**src/shared/load_compare_consts.vh**
```
// Constants for the signed byte load and signed compare datapath
`ifndef LOAD_COMPARE_CONSTS_VH
`define LOAD_COMPARE_CONSTS_VH

// Operation codes
`define OPC_WIDTH            8
`define OPC_BYTE_LOAD_DISP   8'hC0
`define OPC_BYTE_LOAD_INDEX  8'hC1
`define OPC_CMP_LEQ          8'h0E
`define OPC_CMP_LEQ_IMM      8'h2A
`define OPC_CMP_LESS_DEFAULT 8'h0F

// Operand and modifier layout
`define DATA_WIDTH           32
`define MOD_WIDTH            7
`define BYTE_WIDTH           8
`define DEST_WIDTH           7
`define SLOT_WIDTH           3

// Issue slot ranges
`define LOAD_SLOT_LO         3'h4
`define LOAD_SLOT_HI         3'h5
`define ALU_SLOT_LO          3'h1
`define ALU_SLOT_HI          3'h5

// Compare selector codes inside the compare unit
`define CMP_SEL_WIDTH        2
`define CMP_SEL_LEQ          2'h0
`define CMP_SEL_LEQ_IMM      2'h1
`define CMP_SEL_LESS         2'h2

// Register aperture window defaults
`define APERTURE_BASE_DEFAULT 32'hF0000000
`define APERTURE_SIZE_DEFAULT 32'h00200000

`endif

```
**src/verilog/byte_load_unit.v**
```verilog
// Byte load address forming and sign extension of the returned byte
`timescale 1ns/1ps
`include "load_compare_consts.vh"

module byte_load_unit (
  use_index,
  source_one,
  source_two,
  modifier,
  byte_in,
  address,
  word_out
);
  input  wire                    use_index;
  input  wire [`DATA_WIDTH-1:0]  source_one;
  input  wire [`DATA_WIDTH-1:0]  source_two;
  input  wire [`MOD_WIDTH-1:0]   modifier;
  input  wire [`BYTE_WIDTH-1:0]  byte_in;
  output wire [`DATA_WIDTH-1:0]  address;
  output wire [`DATA_WIDTH-1:0]  word_out;

  wire [`DATA_WIDTH-1:0] disp_ext;
  wire [`DATA_WIDTH-1:0] offset;

  // Seven-bit signed displacement, -64 through 63
  assign disp_ext = {{(`DATA_WIDTH-`MOD_WIDTH){modifier[`MOD_WIDTH-1]}},
                     modifier};
  assign offset   = use_index ? source_two : disp_ext;
  // Carry out is dropped on purpose so the sum wraps
  assign address  = source_one + offset;
  // No byte swap: a single byte has no ordering to honour
  assign word_out = {{(`DATA_WIDTH-`BYTE_WIDTH){byte_in[`BYTE_WIDTH-1]}},
                     byte_in};

endmodule // byte_load_unit

```
**src/verilog/compare_unit.v**
```verilog
// Signed compare logic: less-or-equal, less-or-equal immediate, less-than
`timescale 1ns/1ps
`include "load_compare_consts.vh"

module compare_unit (
  cmp_sel,
  source_one,
  source_two,
  modifier,
  result
);
  input  wire [`CMP_SEL_WIDTH-1:0] cmp_sel;
  input  wire [`DATA_WIDTH-1:0]    source_one;
  input  wire [`DATA_WIDTH-1:0]    source_two;
  input  wire [`MOD_WIDTH-1:0]     modifier;
  output reg                       result;

  wire [`DATA_WIDTH-1:0] imm_ext;

  assign imm_ext = {{(`DATA_WIDTH-`MOD_WIDTH){modifier[`MOD_WIDTH-1]}},
                    modifier};

  function cmp_geq;
    input [`DATA_WIDTH-1:0] x;
    input [`DATA_WIDTH-1:0] y;
    begin
      cmp_geq = ($signed(x) >= $signed(y));
    end
  endfunction

  function cmp_gtr;
    input [`DATA_WIDTH-1:0] x;
    input [`DATA_WIDTH-1:0] y;
    begin
      cmp_gtr = ($signed(x) > $signed(y));
    end
  endfunction

  always @* begin
    case (cmp_sel)
      `CMP_SEL_LEQ:     result = cmp_geq(source_two, source_one);
      `CMP_SEL_LEQ_IMM: result = cmp_geq(imm_ext, source_one);
      `CMP_SEL_LESS:    result = cmp_gtr(source_two, source_one);
      default:          result = 1'b0;
    endcase
  end

endmodule // compare_unit

```
**src/verilog/load_compare_exec.v**
```verilog
// Execution stage for guarded signed byte loads and signed compares
`timescale 1ns/1ps
`include "load_compare_consts.vh"

// What this block does
// - Displacement load: byte at base plus displacement
// - Displacement is seven-bit signed, -64 to 63
// - Indexed load: byte at base plus index
// - Byte loads ignore the endianness control bit
// - Register aperture byte loads give undefined results
// - True guard: write destination, touch cache status
// - False guard: no write, no side effect
// - Load operation codes are 192 and 193
// - Less-or-equal writes one when source one smaller-or-equal
// - Less-or-equal is greater-or-equal with operands swapped
// - Immediate less-or-equal code 42, register form 14
// - Less-than writes one when strictly below
// - Compare writes destination only when guard true
// - Less-than is greater-than with operands swapped

module load_compare_exec #(
  parameter [`OPC_WIDTH-1:0]  OPC_CMP_LESS  = `OPC_CMP_LESS_DEFAULT,
  parameter [`DATA_WIDTH-1:0] APERTURE_BASE = `APERTURE_BASE_DEFAULT,
  parameter [`DATA_WIDTH-1:0] APERTURE_SIZE = `APERTURE_SIZE_DEFAULT
) (
  input  wire                    clock,
  input  wire                    rst_n,
  input  wire                    clock_enable,
  input  wire                    issue_valid,
  input  wire [`SLOT_WIDTH-1:0]  issue_slot,
  input  wire [`OPC_WIDTH-1:0]   opcode,
  input  wire [`MOD_WIDTH-1:0]   modifier,
  input  wire [`DATA_WIDTH-1:0]  source_one,
  input  wire [`DATA_WIDTH-1:0]  source_two,
  input  wire [`DATA_WIDTH-1:0]  guard,
  input  wire [`DEST_WIDTH-1:0]  dest_index,
  input  wire [`BYTE_WIDTH-1:0]  cache_rd_byte,
  output reg                     cache_req_valid,
  output reg  [`DATA_WIDTH-1:0]  cache_req_addr,
  output reg                     alu_wb_valid,
  output reg  [`DEST_WIDTH-1:0]  alu_wb_dest,
  output reg  [`DATA_WIDTH-1:0]  alu_wb_data,
  output reg                     load_wb_valid,
  output reg  [`DEST_WIDTH-1:0]  load_wb_dest,
  output reg  [`DATA_WIDTH-1:0]  load_wb_data,
  output reg                     load_wb_undefined,
  output reg                     issue_error
);

  ////////////////////////////////////////////////////////////////////////////
  // Decode

  function slot_in_range;
    input [`SLOT_WIDTH-1:0] slot;
    input [`SLOT_WIDTH-1:0] lo;
    input [`SLOT_WIDTH-1:0] hi;
    begin
      slot_in_range = (slot >= lo) && (slot <= hi);
    end
  endfunction

  wire                      is_load_disp;
  wire                      is_load_index;
  wire                      is_load;
  wire                      is_cmp_leq;
  wire                      is_cmp_leqi;
  wire                      is_cmp_less;
  wire                      is_cmp;
  wire                      load_slot_ok;
  wire                      alu_slot_ok;
  wire                      guard_true;
  wire                      load_go;
  wire                      cmp_go;
  wire                      bad_issue;
  reg  [`CMP_SEL_WIDTH-1:0] cmp_sel;

  assign is_load_disp  = (opcode == `OPC_BYTE_LOAD_DISP);
  assign is_load_index = (opcode == `OPC_BYTE_LOAD_INDEX);
  assign is_load       = is_load_disp | is_load_index;
  assign is_cmp_leq    = (opcode == `OPC_CMP_LEQ);
  assign is_cmp_leqi   = (opcode == `OPC_CMP_LEQ_IMM);
  assign is_cmp_less   = (opcode == OPC_CMP_LESS);
  assign is_cmp        = is_cmp_leq | is_cmp_leqi | is_cmp_less;

  assign load_slot_ok = slot_in_range(issue_slot, `LOAD_SLOT_LO,
                                      `LOAD_SLOT_HI);
  assign alu_slot_ok  = slot_in_range(issue_slot, `ALU_SLOT_LO,
                                      `ALU_SLOT_HI);

  // Only the least significant guard bit matters
  assign guard_true = guard[0];

  // A false guard stops the cache request itself, not only the write back
  assign load_go = issue_valid & is_load & load_slot_ok & guard_true;
  assign cmp_go  = issue_valid & is_cmp & alu_slot_ok & guard_true;

  // Unknown codes and illegal slots are dropped and flagged
  // A false guard suppresses even the error pulse: no side effect at all
  assign bad_issue = issue_valid & guard_true &
                     ((is_load & ~load_slot_ok) |
                      (is_cmp & ~alu_slot_ok) |
                      (~is_load & ~is_cmp));

  always @* begin
    cmp_sel = `CMP_SEL_LEQ;
    if (is_cmp_leqi) begin
      cmp_sel = `CMP_SEL_LEQ_IMM;
    end else if (is_cmp_less) begin
      cmp_sel = `CMP_SEL_LESS;
    end
  end

  ////////////////////////////////////////////////////////////////////////////
  // Datapath units

  wire                   cmp_result;
  wire [`DATA_WIDTH-1:0] load_address;
  wire [`DATA_WIDTH-1:0] load_word;
  wire                   in_aperture;

  compare_unit u_compare (
    .cmp_sel    (cmp_sel),
    .source_one (source_one),
    .source_two (source_two),
    .modifier   (modifier),
    .result     (cmp_result)
  );

  byte_load_unit u_byte_load (
    .use_index  (is_load_index),
    .source_one (source_one),
    .source_two (source_two),
    .modifier   (modifier),
    .byte_in    (cache_rd_byte),
    .address    (load_address),
    .word_out   (load_word)
  );

  // Subtraction form avoids overflow at the top of the address space
  assign in_aperture = ((load_address - APERTURE_BASE) < APERTURE_SIZE);

  ////////////////////////////////////////////////////////////////////////////
  // Compare path: one cycle from issue to write back

  always @(posedge clock or negedge rst_n) begin
    if (!rst_n) begin
      alu_wb_valid <= 1'b0;
      alu_wb_dest  <= {`DEST_WIDTH{1'b0}};
      alu_wb_data  <= {`DATA_WIDTH{1'b0}};
    end else if (clock_enable) begin
      alu_wb_valid <= cmp_go;
      if (cmp_go) begin
        alu_wb_dest <= dest_index;
        alu_wb_data <= {{(`DATA_WIDTH-1){1'b0}}, cmp_result};
      end
    end
  end

  ////////////////////////////////////////////////////////////////////////////
  // Load path, stage one: request goes to the cache

  reg                   s1_valid_reg;
  reg [`DEST_WIDTH-1:0] s1_dest_reg;
  reg                   s1_aperture_reg;

  always @(posedge clock or negedge rst_n) begin
    if (!rst_n) begin
      cache_req_valid <= 1'b0;
      cache_req_addr  <= {`DATA_WIDTH{1'b0}};
      s1_valid_reg    <= 1'b0;
      s1_dest_reg     <= {`DEST_WIDTH{1'b0}};
      s1_aperture_reg <= 1'b0;
    end else if (clock_enable) begin
      cache_req_valid <= load_go;
      s1_valid_reg    <= load_go;
      if (load_go) begin
        cache_req_addr  <= load_address;
        s1_dest_reg     <= dest_index;
        s1_aperture_reg <= in_aperture;
      end
    end
  end

  ////////////////////////////////////////////////////////////////////////////
  // Load path, stage two: cache is producing the byte

  reg                   s2_valid_reg;
  reg [`DEST_WIDTH-1:0] s2_dest_reg;
  reg                   s2_aperture_reg;

  always @(posedge clock or negedge rst_n) begin
    if (!rst_n) begin
      s2_valid_reg    <= 1'b0;
      s2_dest_reg     <= {`DEST_WIDTH{1'b0}};
      s2_aperture_reg <= 1'b0;
    end else if (clock_enable) begin
      s2_valid_reg <= s1_valid_reg;
      if (s1_valid_reg) begin
        s2_dest_reg     <= s1_dest_reg;
        s2_aperture_reg <= s1_aperture_reg;
      end
    end
  end

  ////////////////////////////////////////////////////////////////////////////
  // Load path, stage three: byte captured, extended and written back

  always @(posedge clock or negedge rst_n) begin
    if (!rst_n) begin
      load_wb_valid     <= 1'b0;
      load_wb_dest      <= {`DEST_WIDTH{1'b0}};
      load_wb_data      <= {`DATA_WIDTH{1'b0}};
      load_wb_undefined <= 1'b0;
    end else if (clock_enable) begin
      load_wb_valid <= s2_valid_reg;
      if (s2_valid_reg) begin
        load_wb_dest      <= s2_dest_reg;
        load_wb_data      <= load_word;
        // Result still delivered, but software must not trust it
        load_wb_undefined <= s2_aperture_reg;
      end
    end
  end

  ////////////////////////////////////////////////////////////////////////////
  // Issue error flag

  always @(posedge clock or negedge rst_n) begin
    if (!rst_n) begin
      issue_error <= 1'b0;
    end else if (clock_enable) begin
      issue_error <= bad_issue;
    end
  end

endmodule // load_compare_exec
```
**config.mk**
```make
export PLATFORM = sky130hd
export DESIGN_NAME = load_compare_exec
export DESIGN_NICKNAME = d
export VERILOG_FILES = /design/src/verilog/byte_load_unit.v /design/src/verilog/compare_unit.v /design/src/verilog/load_compare_exec.v
export VERILOG_INCLUDE_DIRS = /design/src /design/src/shared
export SDC_FILE = /design/constraint.sdc
export NUM_CORES = 1
export LEC_CHECK = 0
export ABC_AREA = 1
export BUFFER_PORTS_ARGS = -buffer_cell sky130_fd_sc_hd__buf_2
export CAP_MARGIN = 20
export CORE_AREA = 5 5 118 176
export DETAILED_ROUTE_END_ITERATION = 16
export DIE_AREA = 0 0 123 181
export GPL_ROUTABILITY_DRIVEN = 1
export PLACE_DENSITY = 0.66
export SYNTH_ARGS = -nofsm -noshare
export SYNTH_HDL_FRONTEND = slang
export SYNTH_SLANG_ARGS = --single-unit
```
**constraint.sdc**
```tcl
create_clock -name clock -period 3.05 [get_ports clock]
set_input_delay 0.1525 -clock clock [delete_from_list [all_inputs] [get_ports clock]]
set_output_delay 0.1525 -clock clock [all_outputs]
set_load 0.1 [all_outputs]
```
# After elaboration in Yosys (flattened, before gate mapping)
# Cells that the tools add are included.
# Widths: inputs -> output; s select.
# totals
reg_bits	77
in_bits	133
output_inout_bits	115
# classes
eq_ne	7
bitwise_logic	20
order_cmp	7
n_reduce_logical	7
add_sub_neg	2
mux	4
# op_table
operator	count
$add 32x32->32	1
$ge 32x32->1	1
$ge 7x32->1	1
$gt 32x32->1	1
$lt 32x22->1 const B	1
$mux 32	1
$sub 32x32->32 const B	1
$eq 8x4->1 const B	2
$eq 8x8->1 const B	2
$and 1x1->1	11
$eq 8x6->1 const B	1
$reduce_and 2->1	4
$or 1x1->1	5
$mux 2	2
$not 1->1	4
$ge 3x1->1 const B	1
$ge 3x3->1 const B	1
$le 3x3->1 const B	1
$pmux 1 s3	1
$eq 2x1->1 const B	1
$eq 2x2->1 const B	1
$logic_and 1x1->1	2
$logic_not 2->1	1

# Longest topological paths before layout
# Gate-level depths: netlist of the first run.
# depth
depth_word	7
ltp_mapped	23

# Modules after synthesis
# Synthesis of the first run repeated with hierarchy kept, for this count alone.
# unflattened
cells_unflattened	1300
area_unflattened_um2	8819.7
# modules_own_cells
mod	n_inst	area_each_um2	cells_per_inst
load_compare_exec	1	4221.5	429
byte_load_unit	1	2900.3	604
compare_unit	1	1697.9	267

# Worst setup path after synthesis of the first run
# OpenSTA, ideal clock, no wires.
# synth_path
path_type	input-to-reg
startpoint	in opcode[4]
endpoint	reg s1_aperture_reg
path_slack_ns	0.284
path_buffers	1
setup_time_ns	0.117
required_ns	2.933
arrival_ns	2.649
stages	18
cell_sequence	or2_4 -> nor3_4 -> nand2_4 -> clkbuf_1 -> mux2_1 -> ha_1 -> or2_1 -> and2_1 -> nand2_1 -> nand2_1 -> nand2_1 -> nand3_1 -> nand2_1 -> nand2_1 -> nor2_1 -> nor2_1 -> nand3_1 -> nand2_1
# synth_via
elab_chain_len	6
elab_cells_between_ends	11
cone_classes	add/sub: 2; order compare: 1; eq/ne: 2; mux: 1; bitwise: 4; reduce/logical: 1
# synth_rtl
item	line	source
start: declaration	load_compare_exec.v:31	input wire [`OPC_WIDTH-1:0] opcode,
parallel branches: the longest is 6 deep, another holds $add 32x32->32	--	
end signal: assignment	load_compare_exec.v:179	s1_aperture_reg <= in_aperture;
end: declaration	load_compare_exec.v:164	reg s1_aperture_reg;
# Parallel ways; which one is timed is not known.
# A chain may end at the register's enable or synchronous reset.

# Worst setup path after layout of the first run
# Ends and elaborated chain as after synthesis.

==> reports/metrics.csv, run 1 <==
stage;metric;value;unit
run_status;status;completed;
timing;final.period_utilization;87.5;%
synth;netlist.area_leader.share;25.6;%
routing;wire_per_inst;12.6;um
finish;layout-drive-gt1-share;21.3;%
timing;rsz0062_at_grt;false;
pwr;internal_power;0.00237;W
timing;finalSetupViolations;0;
hold_path;min_path_type;input pin to flop;
finish;final_cells;1587;
timing;fin_crit;2670;ps
routing;drcViolationCount;0;
finish;fin_util;48.5;%
finish;syn2layout_area_growth;22.6;%
synth;synth_cells;1109;
global_routing;grt_pass1_wl;32500;um
synth;syn_area_per_cell;6.78;um^2
routing;drtIter0Drc;329;
clock_network;clock-sinks;77;
pwr;swShare;44.8;%
clock_network;clk_pin_slew;60;ps
global_routing;grt_pass1_vias;7019;
critical_path;end_kind;flop;
synth;ys_types;41;
floorplan;num_rows;62;
finish;fill_cells;2039;
routing;vias;7327;
timing;timing.fmax;375;MHz
synth;synth.cell_area;7520;um^2
hold_path;worst_hold_startpoint;cache_rd_byte[3];
clock_network;htreeDepth;3;
pwr;pwr-share-comb;45.9;%
routing;first_pass_iters;4;
job;drv_cap;0;
critical_path;cp.required;3310;ps
floorplan;fp.coreArea;19000;um^2
synth;synth_edf_count;0;
floorplan;die_w;123;um
timing;max-slew-margin-rel;48.6;%
timing;worst_hold_slack;55.5;ps
synth;synth_seq_area_share;25.6;%
timing;finalHoldViolations;0;
global_routing;grt_util_all_layers;17.8;%
pwr;vdd_drop_max;0.246;mV
pwr;powerDensity;467;nW/um^2
timing;worst_pin_slew;769;ps
critical_path;cp-start-kind;input pin;
synth;synth_area_leaders;dfrtp_1 26%, ha_1 16%, nand2_1 16%;
finish;nets;1554;
clock_network;root_buffer;clkbuf_16;
finish;final_area;9220;um^2
floorplan;die_height;181;um
pwr;p_seq_share;25.9;%
clock_network;cts_made_buffers;9;
finish;largest_register_ffs;32;
critical_path;path_max_fanout;31;
floorplan;io_pins;248;
global_routing;grt_max_degree;58;
routing;ant_nets;0;
pwr;p_clk_share;28.1;%
floorplan;start_util;39.6;%
clock_network;clk_latency;340;ps
critical_path;crit_arrival;2930;ps
critical_path;crit_type;input pin to flop;
finish;regMostFlops;cache_req_addr;
synth;synthFlopType;dfrtp_1;
clock_network;cts.repair.resized;0;
pwr;p_leak;5.55;nW
placement;placed_area;8860;um^2
routing;wirelength;20000;um
placement;numPortBuffers;185;
finish;largest_registers;cache_req_addr x32, load_wb_data x8;
global_routing;antenna_found_initial;2;
floorplan;die_area;22300;um^2
synth;ys_ff_latch;77;
synth;yosysWarnings;0;
critical_path;startpoint;opcode[4];
synth;yosys.area.top_type;dfrtp_1;
synth;async_flop_share;100;%
clock_network;cts_tree;yes;
critical_path;r2r-start;s2_valid_reg;
placement;post-dp-hpwl;17400;um
timing;tns;0;ps
clock_network;clockBufferDepth;2;
placement;gp_congestion;0.872;
timing;slew_violations;0;
global_routing;grt.overflow.total;0;
placement;dp.cells;1568;
pwr;power.switching;0.00193;W
routing;via_per_inst;4.62;
timing;skew;7.36;ps
## placed cells by master, fill, tap and decap left out, types with 7 or more instances in the layout
cell and count:
inv_1 176, buf_4 60, buf_2 184, nand3b_1 7, nor3_1 9, nand3_1 34, nor2_1 81, nand2_1 316
o21ai_0 52, ha_1 96, xnor2_1 12, dfrtp_1 77, a21oi_1 64, clkbuf_16 9, mux2_2 10, conb_1 31
o21ai_1 39
## power by group through the flow
| stage | clock network, W | logic (W) | registers, W |
|---|---|---|---|
| final | 0.00121 | 0.00198 | 0.00112 |
| after global routing | 0.00127 | 0.00214 | 0.00112 |
| after CTS | 0.00123 | 0.00199 | 0.00112 |
| after detailed placement | 0 | 0.00198 | 0.00114 |
| after global placement | 0 | 0.00196 | 0.00113 |
| after floorplan | 0 | 0.00125 | 0.00149 |
## metal layers
metal  GRT usage, %  up-vias  part of all wire, %
li1               -     3881                    -
met1           21.1     3271                   42
met2           33.9      157                   52
met3           1.41       18                  4.3
met4           4.30        0                  1.6
met5              0        -                    0
## final timing paths
kind,to,slack [ps],cells past startpoint
min in group asynchronous,cache_req_addr[3],420,2
setup / recovery,s1_aperture_reg,380,20
setup reg to reg,load_wb_data[6],1570,2
hold / removal,load_wb_data[3],60,2
max in group asynchronous,alu_wb_valid,1980,3
hold reg to reg,load_wb_dest[4],480,2
## cells by family (layout without fill, tap and decap cells)
kind of cell | after synthesis | in the layout | synth area share (%)
AO/OA/AOI/OAI | 176 | 176 | 12.4
XOR/XNOR | 16 | 16 | 1.86
adder cells (fa/ha/maj) | 97 | 97 | 16.2
buffers and inverters | 253 | 443 | 15.5
flip-flops | 77 | 77 | 25.6
multiplexers | 16 | 16 | 2.35
other | 1 | 33 | 0.0499
AND/OR/NAND/NOR | 473 | 473 | 26.0
## worst max-delay path, stage by stage
cell and delay, ps:
buf_2 100, or2_4 260, nor3_4 210, nand2_4 80, buf_12 160, mux2_1 380
fa_1 430, nand2_1 100, nand2_1 60, nand3b_1 80, nand2_1 90, nand2_1 70
nand2_1 110, nand2_1 100, nand3b_1 80, nand2_1 110, nand3_1 80, nor2_1 100
nand3_1 80, nand2_1 60
## synthesized netlist by cell type, types with 4 or more instances
cell type	instances
nand3_1	34
o21ai_1	39
xor2_1	4
inv_1	176
ha_1	96
o21ai_0	52
buf_4	56
nor3_1	10
mux2_2	10
o21bai_1	5
dfrtp_1	77
nand3b_1	7
clkbuf_1	12
buf_2	4
nand4_1	6
nor2_1	81
a31oi_1	5
nand2_1	316
xnor2_1	12
a21oi_1	64
a21o_1	4
o21a_1	6
## area by class of cell
class | instances | area (um^2) | area share (%)
clock inverters | 5 | 106 | 1.15
well taps | 256 | 320 | 3.48
multi-input cells | 809 | 4540 | 49.3
flip-flops and latches | 77 | 1930 | 20.9
clock buffers | 11 | 233 | 2.53
inverters | 181 | 679 | 7.37
repair buffers | 246 | 1400 | 15.2
diodes | 2 | 5.00 | 0.0543
## per-stage QoR
| stage | total power, W | worst slack, ps |
|---|---|---|
| 3_3_place_gp | 0.00310 | 33.3 |
| 2_1_floorplan | 0.00274 | 284 |
| 6_report | 0.00430 | 380 |
| 5_1_grt | 0.00454 | 52.7 |
| 4_1_cts | 0.00434 | 349 |
| 3_5_place_dp | 0.00312 | 33.8 |
## repair_timing
item / 4_1_cts / 5_1_grt
setup buffers: 0 / 0
endpoints found under the hold margin: 55 / 0
hold buffers: 1 / 0
(Power assumes the default switching activity.)
==> inputs of run 2 (changes only) <==
Settings changed: ABC_AREA 1 to 0, CORE_AREA 5 5 118 176 to 5 5 114 170, DIE_AREA 0 0 123 181 to 0 0 119 175, PLACE_DENSITY 0.66 to 0.67.
==> run 2 against run 1 <==
  * The run now ends with setup timing left
  * Clock power barely moved
  * Critical path depth fell by 1
  * Wire length rose by 3.7%
  * Final cell count fell by 19%
  * Global-route usage rose by 1.3 points
  * Fmax fell by 25%
  * First-iteration DRC count rose by 1.5%
  * Clock skew fell by 2.7 ps
  * Clock-buffer cell count rose by 1
  * Highest routed layer unchanged
==> reports/metrics.csv, run 2 <==
stage;metric;value;unit;change
clock_network;clock-sinks;77;;unchanged
critical_path;end_kind;flop;;
placement;numPortBuffers;185;;unchanged
synth;yosys-top-cells-count;96 x ha_1, 77 x dfrtp_1, 70 x nand2_1;;
synth;async_flop_share;100;%;unchanged
finish;layout-drive-gt1-share;42.1;%;+21 points
timing;max-slew-margin-rel;49.6;%;+1.0 points
finish;syn2layout_area_growth;38.8;%;
critical_path;r2r-start;s2_valid_reg;;
timing;final.period_utilization;117;%;+29 points
global_routing;grt.overflow.total;0;;unchanged
routing;first_pass_iters;5;;+1
hold_path;holdPathEnd;load_wb_data[3];;
clock_network;cts_tree;yes;;
placement;gp_congestion;0.883;;+1.3%
finish;layout_commonest_cell;buf_2;;
timing;fin_ws;-504;ps;-884 ps
synth;netlist.area_leader.share;27.6;%;+2.0 points
clock_network;clk_latency;320;ps;-20 ps
critical_path;critical_path.cell_chain;buf_6 > or3_4 > nor3_4 > buf_12 > buf_12 > buf_6 > mux2_4 > fa_2 > a21oi_2 > o211ai_1 > buf_4 > nand4_1 > buf_4 > a31oi_4 > or3_1 > a31oi_2 > xor2_1 > o2111ai_1 > o21ai_1;;
synth;synthFlopType;dfrtp_1;;
synth;synth_area_leaders;dfrtp_1 28%, ha_1 17%, mux2_2 7.9%;;
critical_path;r2r_setup_slack;1570;ps;about the same
global_routing;grt_pass1_vias;6765;;-3.6%
pwr;vdd_drop_max;0.223;mV;-9.3%
routing;drtIter0Drc;334;;+1.5%
floorplan;die_area;20800;um^2;-6.5%
synth;syn_area_per_cell;9.00;um^2;+33%
clock_network;cts_made_buffers;9;;unchanged
critical_path;cp-start-kind;input pin;;
global_routing;grt_pass1_wl;32600;um;+0.36%
routing;wire_per_inst;16.2;um;+28%
finish;largest_register_ffs;32;;unchanged
synth;synth_edf_count;0;;unchanged
hold_path;whs_path_depth;2;;unchanged
routing;wl_met1;8550;um;+2.5%
floorplan;start_util;39.4;%;-0.18 points
clock_network;root_buffer;clkbuf_16;;
routing;highest_layer;met4;;
critical_path;rr_worst_depth;2;;unchanged
timing;timing.fmax;281;MHz;-25%
synth;ys_types;64;;+56%
hold_path;min_path_type;input pin to flop;;
synth;ys_ff_latch;77;;unchanged
floorplan;fp.coreArea;17700;um^2;-6.8%
routing;drcViolationCount;0;;unchanged
global_routing;grt_max_degree;78;;+34%
job;drv_cap;0;;unchanged
pwr;p_leak;5.39;nW;-2.9%
routing;via_per_inst;5.19;;+12%
critical_path;path_max_fanout;5;;-84%
clock_network;clk_pin_slew;60;ps;about the same
global_routing;grt_util_all_layers;19.1;%;+1.3 points
floorplan;num_rows;60;;-3.2%
hold_path;worst_hold_startpoint;cache_rd_byte[3];;
critical_path;worst-path-buf-inv;6;;+4
finish;mostFrequentLayoutCells;182 x buf_2, 133 x buf_4, 84 x ha_1;;
timing;fin_crit;3550;ps;+884 ps
clock_network;clockBufferDepth;2;;unchanged
synth;yosys.area.top_type;dfrtp_1;;
timing;worst_pin_slew;754;ps;-15.0 ps
finish;regMostFlops;cache_req_addr;;
synth;synth.cell_area;6980;um^2;-7.2%
critical_path;cpPeakStageDelay;390;ps;-40 ps
timing;skew;4.65;ps;-2.71 ps
finish;largest_registers;cache_req_addr x32, load_wb_data x8;;
run_status;status;complete, but fails checks;;
finish;antennaDiodeCount;0;;-2
pwr;powerDensity;407;nW/um^2;-13%
timing;finalHoldViolations;0;;unchanged
finish;nets;1289;;-17%
critical_path;cp.required;3300;ps;about the same
critical_path;slowest_stage;or3_4;;
timing;rsz0062_at_grt;true;;
critical_path;critical-path-top-delay-family;simple AND/OR/NAND/NOR gates;;
floorplan;die_height;175;um;-3.3%
global_routing;antenna_found_initial;0;;-2
pwr;power;0.00394;W;-8.4%
synth;synth_cells;775;;-30%
clock_network;htreeDepth;3;;unchanged
synth;synth_seq_area_share;27.6;%;+2.0 points
routing;dr_wl_met3;857;um;-0.46%
placement;post-dp-hpwl;17200;um;-1.6%
run_status;violations;setup timing;;
placement;dp_slack;-1020;ps;-1050 ps
floorplan;io_pins;248;;unchanged
critical_path;crit_arrival;3810;ps;+880 ps
synth;synth.most_common_cell;ha_1;;
critical_path;crit_type;input pin to flop;;
routing;vias;6653;;-9.2%
routing;routed-wl-met2;10800;um;+3.4%
routing;ant_nets;0;;unchanged
synth;yosysWarnings;0;;unchanged
routing;wirelength;20700;um;+3.7%
critical_path;reg2reg_to;load_wb_dest[6];;
timing;finalSetupViolations;11;;+11
timing;slew_violations;0;;unchanged
floorplan;die_w;119;um;-3.3%
==> run 2: changes by cell type in the layout (fill, tap and decap cells not counted), moves of 17 or more <==
cell,change
o21ai_0,-19
nand3_1,-22
a21oi_1,-23
buf_4,+73
mux2_2,+34
a21o_1,+65
inv_1,-135
nand4_1,+17
o21ai_1,-28
nand2_1,-248
nor2_1,-60
==> run 2: worst max-delay path by stage <==
stage / startpoint / endpoint / slack (ps) / cells past startpoint
after global placement: opcode[1] / s1_aperture_reg / -990 / 16
after floorplan: opcode[1] / s1_aperture_reg / -470 / 17
after detailed placement: opcode[1] / s1_aperture_reg / -1020 / 16
after CTS: opcode[3] / s1_aperture_reg / -400 / 18
after global routing: opcode[3] / s1_aperture_reg / -620 / 19
final: opcode[3] / s1_aperture_reg / -500 / 19
==> run 2: cells by family (layout without fill, tap and decap cells) <==
| logic type | Yosys count | in the layout | share of synthesized area, % |
|---|---|---|---|
| flops | 77 | 77 | 27.6 |
| simple gates | 184 | 184 | 13.3 |
| xor+xnor | 25 | 25 | 3.14 |
| fa+ha+maj | 97 | 97 | 17.5 |
| compound gates | 218 | 218 | 20.8 |
| other cells | 1 | 31 | 0.0538 |
| mux | 50 | 50 | 8.05 |
| buf+inv | 123 | 382 | 9.60 |
==> run 2: timing repair <==
| item | CTS | global route |
|---|---|---|
| endpoints found under the hold margin | 0 | 77 |
| gates resized for setup | 35 | 25 |
| pin swaps | 21 | 21 |
| endpoints found under the setup margin | 14 | 15 |
| cloned | 1 | 0 |
| buffers inserted | 6 | 6 |
| hold buffers | 0 | 1 |
==> run 2: layer usage <==
layer | vias up | track usage (%)
li1 | 3311 | -
met3 | 28 | 2.07
met5 | - | 0
met2 | 202 | 36.3
met4 | 0 | 6.91
met1 | 3112 | 21.8
==> run 2: layout make-up <==
| type | instances | area, um^2 |
|---|---|---|
| tap | 217 | 272 |
| multi-input combinational | 605 | 4910 |
| inverter | 41 | 154 |
| fill | 1609 | 8030 |
| sequential | 77 | 1930 |
| clock inverter | 4 | 95.1 |
| timing repair buffer | 325 | 2080 |
| clock buffer | 12 | 246 |
==> run 2: report_power, final <==
group          internal (W)  switching [W]
Combinational      0.000588        0.00109
Sequential          0.00104      0.0000135
Clock              0.000821       0.000388
Total               0.00245        0.00149
==> run 2: per-stage QoR <==
step / area [um^2] / TNS [ps] / instances / util (%) / hold slack (ps)
2_1_floorplan: 7300 / -1010 / 805 / - / -143
3_3_place_gp: 8870 / -9470 / 1250 / 50.1 / 361
3_5_place_dp: 8870 / -10390 / 1250 / 50.1 / 371
4_1_cts: 9460 / -1340 / 1273 / 53.4 / 14.8
5_1_grt: 9680 / -3990 / 1281 / 54.7 / 56.4
6_report: 9680 / -2440 / 1281 / 54.7 / 63.8
